File: src/logic/rmtc_pkg.sv
// Constants shared by the ranging mode and trigger control block
package rmtc_pkg;
   // ==========================================================
   // Clock and derived times
   localparam int CLK_PERIOD_NS = 100;
   localparam int RTC_TICK_NS = 1000;
   localparam logic [15:0] RTC_TICK_CYC = 16'(RTC_TICK_NS / CLK_PERIOD_NS);
   localparam int TRIG_LAT_NS = 2000;
   localparam logic [15:0] TRIG_LAT_CYC = 16'((TRIG_LAT_NS + CLK_PERIOD_NS - 1) / CLK_PERIOD_NS);
   localparam int EVT_PULSE_NS = 1000;
   localparam logic [15:0] EVT_PULSE_CYC =
      16'((EVT_PULSE_NS + CLK_PERIOD_NS - 1) / CLK_PERIOD_NS);
   // ==========================================================
   // Serial bus addresses and reset values
   localparam logic [6:0] PROG_ADDR = 7'h45;
   localparam logic [6:0] APP_ADDR_RST = 7'h29;
   localparam logic [15:0] SAMPLE_PERIOD_RST = 16'h0001;
   localparam logic [3:0] BITS_PER_BYTE = 4'h8;
endpackage : rmtc_pkg

File: src/logic/rmtc_top.sv
// Measurement mode control, event line and two-address serial slave
`timescale 1ns/1ns
`default_nettype none
module rmtc_top (
   // Clock and reset
   input wire logic clk_i,
   input wire logic sys_rst_i,
   // Mode and measurement engine
   input wire logic mode_trig_i,
   input wire logic [15:0] sample_period_i,
   input wire logic meas_done_i,
   output logic meas_start_o,
   // Event line, three signals
   input wire logic evt_i,
   output logic evt_o,
   output logic evt_oe_n_o,
   // Serial bus pins
   input wire logic scl_i,
   output logic scl_o,
   output logic scl_oe_n_o,
   input wire logic sda_i,
   output logic sda_o,
   output logic sda_oe_n_o,
   // Application address reload
   input wire logic app_addr_load_i,
   input wire logic [6:0] app_addr_val_i,
   // Received bytes
   output logic [7:0] rx_data_o,
   output logic rx_valid_o,
   output logic rx_prog_o,
   input wire logic rx_ready_i,
   input wire logic rx_ack_i,
   // Bytes to send
   output logic tx_req_o,
   input wire logic [7:0] tx_data_i,
   input wire logic tx_valid_i
);
   // ==========================================================
   // Pin synchronisers: three stages, filtered on agreement
   logic [2:0] pin_in, s1_reg, s2_reg, s3_reg, filt_reg, filt_next, prev_reg;
   assign pin_in = {evt_i, scl_i, sda_i};
   genvar gi;
   generate
      for (gi = 0; gi < 3; gi++) begin : g_sync
         // Filter takes the third stage only when the second agrees with it
         always_comb begin
            filt_next[gi] = (s2_reg[gi] == s3_reg[gi]) ? s3_reg[gi] : filt_reg[gi];
         end
         always_ff @(posedge clk_i) begin
            if (sys_rst_i) begin
               s1_reg[gi] <= 1'b1;
               s2_reg[gi] <= 1'b1;
               s3_reg[gi] <= 1'b1;
               filt_reg[gi] <= 1'b1;
               prev_reg[gi] <= 1'b1;
            end else begin
               s1_reg[gi] <= pin_in[gi];
               s2_reg[gi] <= s1_reg[gi];
               s3_reg[gi] <= s2_reg[gi];
               filt_reg[gi] <= filt_next[gi];
               prev_reg[gi] <= filt_reg[gi];
            end
         end
      end
   endgenerate
   logic evt_f, scl_f, sda_f, scl_p, sda_p;
   assign evt_f = filt_reg[2];
   assign scl_f = filt_reg[1];
   assign sda_f = filt_reg[0];
   assign scl_p = prev_reg[1];
   assign sda_p = prev_reg[0];

   // ==========================================================
   // Measurement sequencing
   typedef enum logic [1:0] {MS_IDLE, MS_LAT, MS_BUSY} rmtc_ms_type;
   rmtc_ms_type ms_reg, ms_next;
   logic [15:0] tick_reg, tick_next, per_reg, per_next, lat_reg, lat_next, pls_reg, pls_next;
   logic start_reg, start_next, evt_reg, evt_next, oe_n_reg, oe_n_next;
   logic tick, trig_take, free_fire, done_take;
   assign tick = (tick_reg == 16'h0000);
   // Own pulse is ignored as a trigger while we drive the line
   assign trig_take = mode_trig_i && (ms_reg == MS_IDLE) && oe_n_reg && evt_f && !prev_reg[2];
   assign free_fire = !mode_trig_i && tick && (per_reg == 16'h0000);
   assign done_take = (ms_reg == MS_BUSY) && meas_done_i;
   // Next state of the sequencer and event line
   always_comb begin
      ms_next = ms_reg;
      tick_next = tick ? rmtc_pkg::RTC_TICK_CYC - 16'h0001 : tick_reg - 16'h0001;
      per_next = per_reg;
      lat_next = lat_reg;
      pls_next = (pls_reg != 16'h0000) ? pls_reg - 16'h0001 : 16'h0000;
      start_next = 1'b0;
      if (free_fire) begin
         per_next = sample_period_i - 16'h0001; // Period counts on the slow tick
      end else if (tick && !mode_trig_i) begin
         per_next = per_reg - 16'h0001;
      end
      case (ms_reg)
         MS_IDLE: begin
            if (free_fire) begin
               start_next = 1'b1;
               ms_next = MS_BUSY;
            end else if (trig_take) begin
               lat_next = rmtc_pkg::TRIG_LAT_CYC - 16'h0001;
               ms_next = MS_LAT;
            end
         end
         MS_LAT: begin
            // Fixed count, no dependence on tick phase
            if (lat_reg == 16'h0000) begin
               start_next = 1'b1;
               ms_next = MS_BUSY;
            end else begin
               lat_next = lat_reg - 16'h0001;
            end
         end
         MS_BUSY: begin
            // A late sample slips the next period rather than overlapping
            if (meas_done_i) begin
               pls_next = rmtc_pkg::EVT_PULSE_CYC;
               ms_next = MS_IDLE;
            end
         end
         default: ms_next = MS_IDLE;
      endcase
      evt_next = (pls_next != 16'h0000);
      oe_n_next = mode_trig_i && !evt_next;
   end
   always_ff @(posedge clk_i) begin
      if (sys_rst_i) begin
         ms_reg <= MS_IDLE;
         tick_reg <= 16'h0000;
         per_reg <= rmtc_pkg::SAMPLE_PERIOD_RST;
         lat_reg <= 16'h0000;
         pls_reg <= 16'h0000;
         start_reg <= 1'b0;
         evt_reg <= 1'b0;
         oe_n_reg <= 1'b0;
      end else begin
         ms_reg <= ms_next;
         tick_reg <= tick_next;
         per_reg <= per_next;
         lat_reg <= lat_next;
         pls_reg <= pls_next;
         start_reg <= start_next;
         evt_reg <= evt_next;
         oe_n_reg <= oe_n_next;
      end
   end
   assign meas_start_o = start_reg;
   assign evt_o = evt_reg;
   assign evt_oe_n_o = oe_n_reg;

   // ==========================================================
   // Serial slave
   typedef enum logic [2:0] {IS_IDLE, IS_ADDR, IS_STR, IS_ACK, IS_RX, IS_TX, IS_MACK} rmtc_is_type;
   rmtc_is_type is_reg, is_next;
   logic [7:0] sh_reg, sh_next, rxd_reg, rxd_next;
   logic [3:0] bc_reg, bc_next;
   logic [6:0] app_reg, app_next;
   logic rd_reg, rd_next, pg_reg, pg_next, first_reg, first_next, ackv_reg, ackv_next;
   logic sclh_reg, sclh_next, sdal_reg, sdal_next, rxv_reg, rxv_next, txr_reg, txr_next;
   logic rise, fall, start_c, stop_c, addr_hit, last_bit;
   assign rise = scl_f && !scl_p;
   assign fall = !scl_f && scl_p;
   assign start_c = scl_f && scl_p && sda_p && !sda_f;
   assign stop_c = scl_f && scl_p && !sda_p && sda_f;
   assign addr_hit = (sh_reg[7:1] == rmtc_pkg::PROG_ADDR) || (sh_reg[7:1] == app_reg);
   assign last_bit = fall && (bc_reg == rmtc_pkg::BITS_PER_BYTE);
   // Next state of the byte engine
   always_comb begin
      is_next = is_reg;
      sh_next = sh_reg;
      rxd_next = rxd_reg;
      bc_next = bc_reg;
      rd_next = rd_reg;
      pg_next = pg_reg;
      first_next = first_reg;
      ackv_next = ackv_reg;
      sclh_next = sclh_reg;
      sdal_next = sdal_reg;
      rxv_next = rxv_reg;
      txr_next = 1'b0;
      app_next = app_load_sel(app_addr_load_i, app_addr_val_i, app_reg);
      if ((is_reg == IS_ADDR || is_reg == IS_RX || is_reg == IS_TX) && rise) begin
         sh_next = (is_reg == IS_TX) ? sh_reg : {sh_reg[6:0], sda_f};
         bc_next = bc_reg + 4'h1;
      end
      case (is_reg)
         IS_ADDR: begin
            if (last_bit) begin
               if (addr_hit) begin
                  rd_next = sh_reg[0];
                  pg_next = (sh_reg[7:1] == rmtc_pkg::PROG_ADDR);
                  first_next = 1'b1;
                  ackv_next = 1'b1;
                  sclh_next = 1'b1;
                  txr_next = sh_reg[0];
                  is_next = IS_STR;
               end else begin
                  is_next = IS_IDLE;
               end
            end
         end
         IS_RX: begin
            if (last_bit) begin
               rxd_next = sh_reg;
               rxv_next = 1'b1;
               sclh_next = 1'b1;
               is_next = IS_STR;
            end
         end
         IS_STR: begin
            // Clock stays low until the user side is ready
            if (rxv_reg) begin
               if (rx_ready_i) begin
                  rxv_next = 1'b0;
                  ackv_next = rx_ack_i;
                  sdal_next = rx_ack_i;
                  sclh_next = 1'b0;
                  is_next = IS_ACK;
               end
            end else if (rd_reg) begin
               if (tx_valid_i) begin
                  sh_next = tx_data_i;
                  sdal_next = first_reg;
                  sclh_next = 1'b0;
                  is_next = first_reg ? IS_ACK : IS_MACK;
               end
            end else begin
               sdal_next = 1'b1;
               sclh_next = 1'b0;
               is_next = IS_ACK;
            end
         end
         IS_ACK: begin
            if (fall) begin
               bc_next = 4'h0;
               first_next = 1'b0;
               sdal_next = rd_reg && ackv_reg && !sh_reg[7];
               is_next = !ackv_reg ? IS_IDLE : (rd_reg ? IS_TX : IS_RX);
            end
         end
         IS_TX: begin
            if (last_bit) begin
               sdal_next = 1'b0;
               sclh_next = 1'b1;
               txr_next = 1'b1;
               is_next = IS_STR;
            end else if (fall) begin
               sh_next = {sh_reg[6:0], 1'b0};
               sdal_next = !sh_reg[6];
            end
         end
         IS_MACK: begin
            // Master ack is read only after the next byte is loaded
            if (rise && sda_f) begin
               is_next = IS_IDLE;
            end else if (fall) begin
               bc_next = 4'h0;
               sdal_next = !sh_reg[7];
               is_next = IS_TX;
            end
         end
         IS_IDLE: is_next = IS_IDLE;
         default: is_next = IS_IDLE;
      endcase
      if (start_c || stop_c) begin
         is_next = start_c ? IS_ADDR : IS_IDLE;
         bc_next = 4'h0;
         sclh_next = 1'b0;
         sdal_next = 1'b0;
         rxv_next = 1'b0;
      end
   end
   always_ff @(posedge clk_i) begin
      if (sys_rst_i) begin
         is_reg <= IS_IDLE;
         sh_reg <= 8'h00;
         rxd_reg <= 8'h00;
         bc_reg <= 4'h0;
         rd_reg <= 1'b0;
         pg_reg <= 1'b0;
         first_reg <= 1'b0;
         ackv_reg <= 1'b0;
         sclh_reg <= 1'b0;
         sdal_reg <= 1'b0;
         rxv_reg <= 1'b0;
         txr_reg <= 1'b0;
         app_reg <= rmtc_pkg::APP_ADDR_RST;
      end else begin
         is_reg <= is_next;
         sh_reg <= sh_next;
         rxd_reg <= rxd_next;
         bc_reg <= bc_next;
         rd_reg <= rd_next;
         pg_reg <= pg_next;
         first_reg <= first_next;
         ackv_reg <= ackv_next;
         sclh_reg <= sclh_next;
         sdal_reg <= sdal_next;
         rxv_reg <= rxv_next;
         txr_reg <= txr_next;
         app_reg <= app_next;
      end
   end
   function automatic logic [6:0] app_load_sel(input logic ld, input logic [6:0] v,
                                              input logic [6:0] cur);
      app_load_sel = ld ? v : cur;
   endfunction : app_load_sel
   // Pins only ever pull low; level comes from the enable
   assign scl_o = 1'b0;
   assign sda_o = 1'b0;
   assign scl_oe_n_o = !sclh_reg;
   assign sda_oe_n_o = !sdal_reg;
   assign rx_data_o = rxd_reg;
   assign rx_valid_o = rxv_reg;
   assign rx_prog_o = pg_reg;
   assign tx_req_o = txr_reg;

   // ==========================================================
   // Checks
   localparam int AST_LAT = int'(rmtc_pkg::TRIG_LAT_CYC) + 1;
endmodule : rmtc_top
`default_nettype wire

File: config.mk
export PLATFORM = sky130hd
export DESIGN_NAME = rmtc_top
export DESIGN_NICKNAME = d
export VERILOG_FILES = /design/src/logic/rmtc_pkg.sv /design/src/logic/rmtc_top.sv
export SDC_FILE = /design/constraint.sdc
export NUM_CORES = 1
export LEC_CHECK = 0
export ABC_AREA = 1
export BUFFER_PORTS_ARGS = -buffer_cell sky130_fd_sc_hd__buf_2
export CORE_MARGIN = 3
export CORE_UTILIZATION = 45
export CTS_CLUSTER_DIAMETER = 100
export DETAILED_ROUTE_END_ITERATION = 8
export GPL_TIMING_DRIVEN = 0
export PLACE_DENSITY = 0.68
export SETUP_SLACK_MARGIN = 0.1
export SKIP_LAST_GASP = 1
export SYNTH_ARGS = -nofsm -noshare
export SYNTH_HDL_FRONTEND = slang
export SYNTH_SLANG_ARGS = --single-unit
File: constraint.sdc
create_clock -name clk_i -period 4.4 [get_ports clk_i]
set_input_delay 0.22 -clock clk_i [delete_from_list [all_inputs] [get_ports clk_i]]
set_output_delay 0.22 -clock clk_i [all_outputs]
set_load 0.05 [all_outputs]
==> flow_summary.toml <==
[outcome]
status = "finished clean"

[pwr]
clkPwrFrac_pct = 32.5
ir_drop_v = 0.000524
p_sw_share_pct = 38.0
intPower_mw = 2.84
combPwrFrac_pct = 36.6
leakage_nw = 3.34
p_switching_mw = 1.74
p_per_area_nw_per_um2 = 607
seqPwrFrac_pct = 30.9

[floorplan]
core_area_sq_um = 13600
die_y_um = 125
start_util_pct = 47.1
io_pins = 60
num_rows = 42
die_w_um = 125
die_area_sq_um = 15700

[synth]
avgSynthCellArea_sq_um = 6.97
syn_area_sq_um = 6390
synth_edf_count = 0
synth_cells = 917
yosys.cell_types.count = 43
yosysTopAreaCell = "dfxtp_1"
synth.area.top_cells = "dfxtp_1 38%, nand2_1 8.8%, nor2_1 8.7%"
async_flop_share_pct = 0
synthFlopType = "dfxtp_1"
yosysWarnings = 0
synth_top_area_share_pct = 38.2
ys_ff_latch = 122
synth-seq-area-share_pct = 38.2

[drt]
vias = 6018
dr.pass1.iters = 5
antenna_left = 0
viasPerCell = 5.08
wl_per_cell_um = 13.1
wl_mm = 15.5
drc = 0
drt-initial-drc-count = 458

[cells_and_area]
layout-drive-gt1-share_pct = 16.7
syn_to_final_growth_pct = 18.3
final_cells = 1185
num_antenna_cells = 0
final_nets = 1045

[sta]
hold_slack_ns = 0.0413
relSlewSlack_pct = 53.9
maxSlewViolCount = 0
period_needed_ns = 2.49
finalSetupTns_ns = 0
hold_viol = 0
rsz0062_at_grt = "false"
tightest_slew_ns = 0.689
max_freq_ghz = 0.401
period_share_pct = 56.7
clock_skew_ns = 0.00519
finalSetupViolations = 0

[cts]
clk_latency_ns = 0.42
post_cts_buffers = 0
htreeDepth = 4
cts-root-buf = "clkbuf_16"
clockBufferDepth = 2
cts-buffers-inserted = 17
cts_tree = "done"
clock-sinks = 122
path_clk_slew_ns = 0.06

[critical_path]
crit_fanout = 5
crit_arrival_ns = 2.80
worstSetupStartpointType = "register"
r2r_slack_ns = 1.91
endpoint_kind = "register"
path_class = "reg2reg"
critical_path_required_ns = 4.70

[global_routing]
grtUsageTotal_pct = 20.0
grt-ovfl-total = 0
grt_max_degree = 17
grt_pass1_wl_mm = 25.8
grt_pass1_vias = 5371
antenna_found_initial = 0

[place]
hpwl_mm = 11.4
port_buffers = 56
dp.cells = 1150
gp_congestion = 0.888

[worst_hold_path]
hold_path.class = "in2reg"

[job]
max_cap_viol_count = 0
Yosys cell counts (3+ instances only):
cell	n
nor3_1	27
clkbuf_1	9
or2_2	14
nand3_1	57
nor2_1	148
nand2_1	149
a211oi_1	3
nand3b_1	4
nand2_4	4
ha_1	7
clkinv_1	3
nand4_1	14
a21oi_1	58
nand2_2	18
xnor2_1	13
inv_2	7
a221oi_1	6
buf_2	3
nor2_4	9
nor2_2	14
o21a_1	3
dfxtp_1	122
o21ai_0	52
buf_1	3
xor2_1	15
a31oi_1	11
inv_1	115
o211ai_1	8
cells by family after synthesis:
| kind of cell | share of synthesized area [%] |
|---|---|
| other | 0.0587 |
| AO/OA/AOI/OAI | 13.1 |
| buffers and inverters | 8.52 |
| AND/OR/NAND/NOR | 34.9 |
| adder cells (fa/ha/maj) | 1.37 |
| XOR/XNOR | 3.84 |
| flip-flops | 38.2 |
area by class of cell:
type,instances,area [sq um]
fill,1345,6000
multi-input combinational,654,3410
sequential,122,2440
inverter,125,469
clock buffer,18,439
timing repair buffer,59,310
tap,176,220
clock inverter,14,195
buffer,17,75.1
power by group through the flow:
| stage | registers, mW | logic, mW | clock network, mW |
|---|---|---|---|
| 3_3_place_gp | 1.43 | 1.66 | 0 |
| 2_1_floorplan | 1.41 | 1.37 | 0 |
| 4_1_cts | 1.41 | 1.68 | 1.52 |
| 3_5_place_dp | 1.43 | 1.67 | 0 |
| 5_1_grt | 1.44 | 1.93 | 1.57 |
| 6_report | 1.42 | 1.68 | 1.49 |
timing repair:
item                                    4_1_cts  5_1_grt
hold buffers                                  3        0
endpoints found under the setup margin        0        0
gates resized for setup                       0        0
hold endpoints to repair                      3        0
routing by layer:
layer  part of all wire (%)  global-route usage [%]  vias up
met4                   0.87                    4.91        0
met5                      0                       0        -
met3                    4.8                    5.03       10
met1                     49                    27.9     2749
met2                     45                    31.3      132
li1                       -                       -     3127
layout by cell type (no fill, tap or decap), drive strengths merged, types with 8 or more instances in the layout:
| cell type | Yosys | routed |
|---|---|---|
| o21ai | 54 | 54 |
| xnor2 | 13 | 13 |
| or2 | 15 | 15 |
| nor3 | 28 | 28 |
| nand3 | 61 | 61 |
| buf | 8 | 64 |
| inv | 122 | 124 |
| clkbuf | 9 | 27 |
| nor2 | 173 | 173 |
| xor2 | 15 | 15 |
| o211ai | 8 | 8 |
| a21oi | 60 | 60 |
| a31oi | 11 | 11 |
| nand2 | 172 | 172 |
| dfxtp | 122 | 122 |
| nand4 | 14 | 14 |
worst paths after layout:
check                                       start     endpoint  cells past startpoint
worst max-delay path                  tick_reg[0]  per_reg[12]                     20
worst min-delay path            app_addr_val_i[2]   app_reg[2]                      3
worst min register to register          s1_reg[0]    s2_reg[0]                      1
worst max register to register        tick_reg[0]  per_reg[12]                     20
critical path, stage by stage (launching register included):
cell and delay, ns:
dfxtp_1 0.32, inv_1 0.09, ha_1 0.19, inv_1 0.05
nor2_1 0.07, nand2_1 0.06, nor2_1 0.15, nand3_2 0.13
nor2_4 0.17, nand2_2 0.09, nand2_4 0.12, ha_1 0.17
inv_1 0.06, nor2_2 0.21, nand2_8 0.09, inv_2 0.07
nand2_2 0.06, nor2_1 0.13, nor2_2 0.04, nor2_1 0.08
nor2_1 0.04
stage by stage:
stage / total power, mW / worst slack, ns / utilization (%) / instance area, sq um
finish: 4.59 / 1.91 / 55.7 / 7560
CTS: 4.62 / 1.93 / 55.7 / 7560
floorplan: 2.78 / 2.22 / - / 6390
global placement: 3.09 / 1.94 / 50.8 / 6890
detailed placement: 3.10 / 1.94 / 50.8 / 6890
global route: 4.93 / 1.69 / 55.7 / 7560
(Power assumes the default switching activity.)
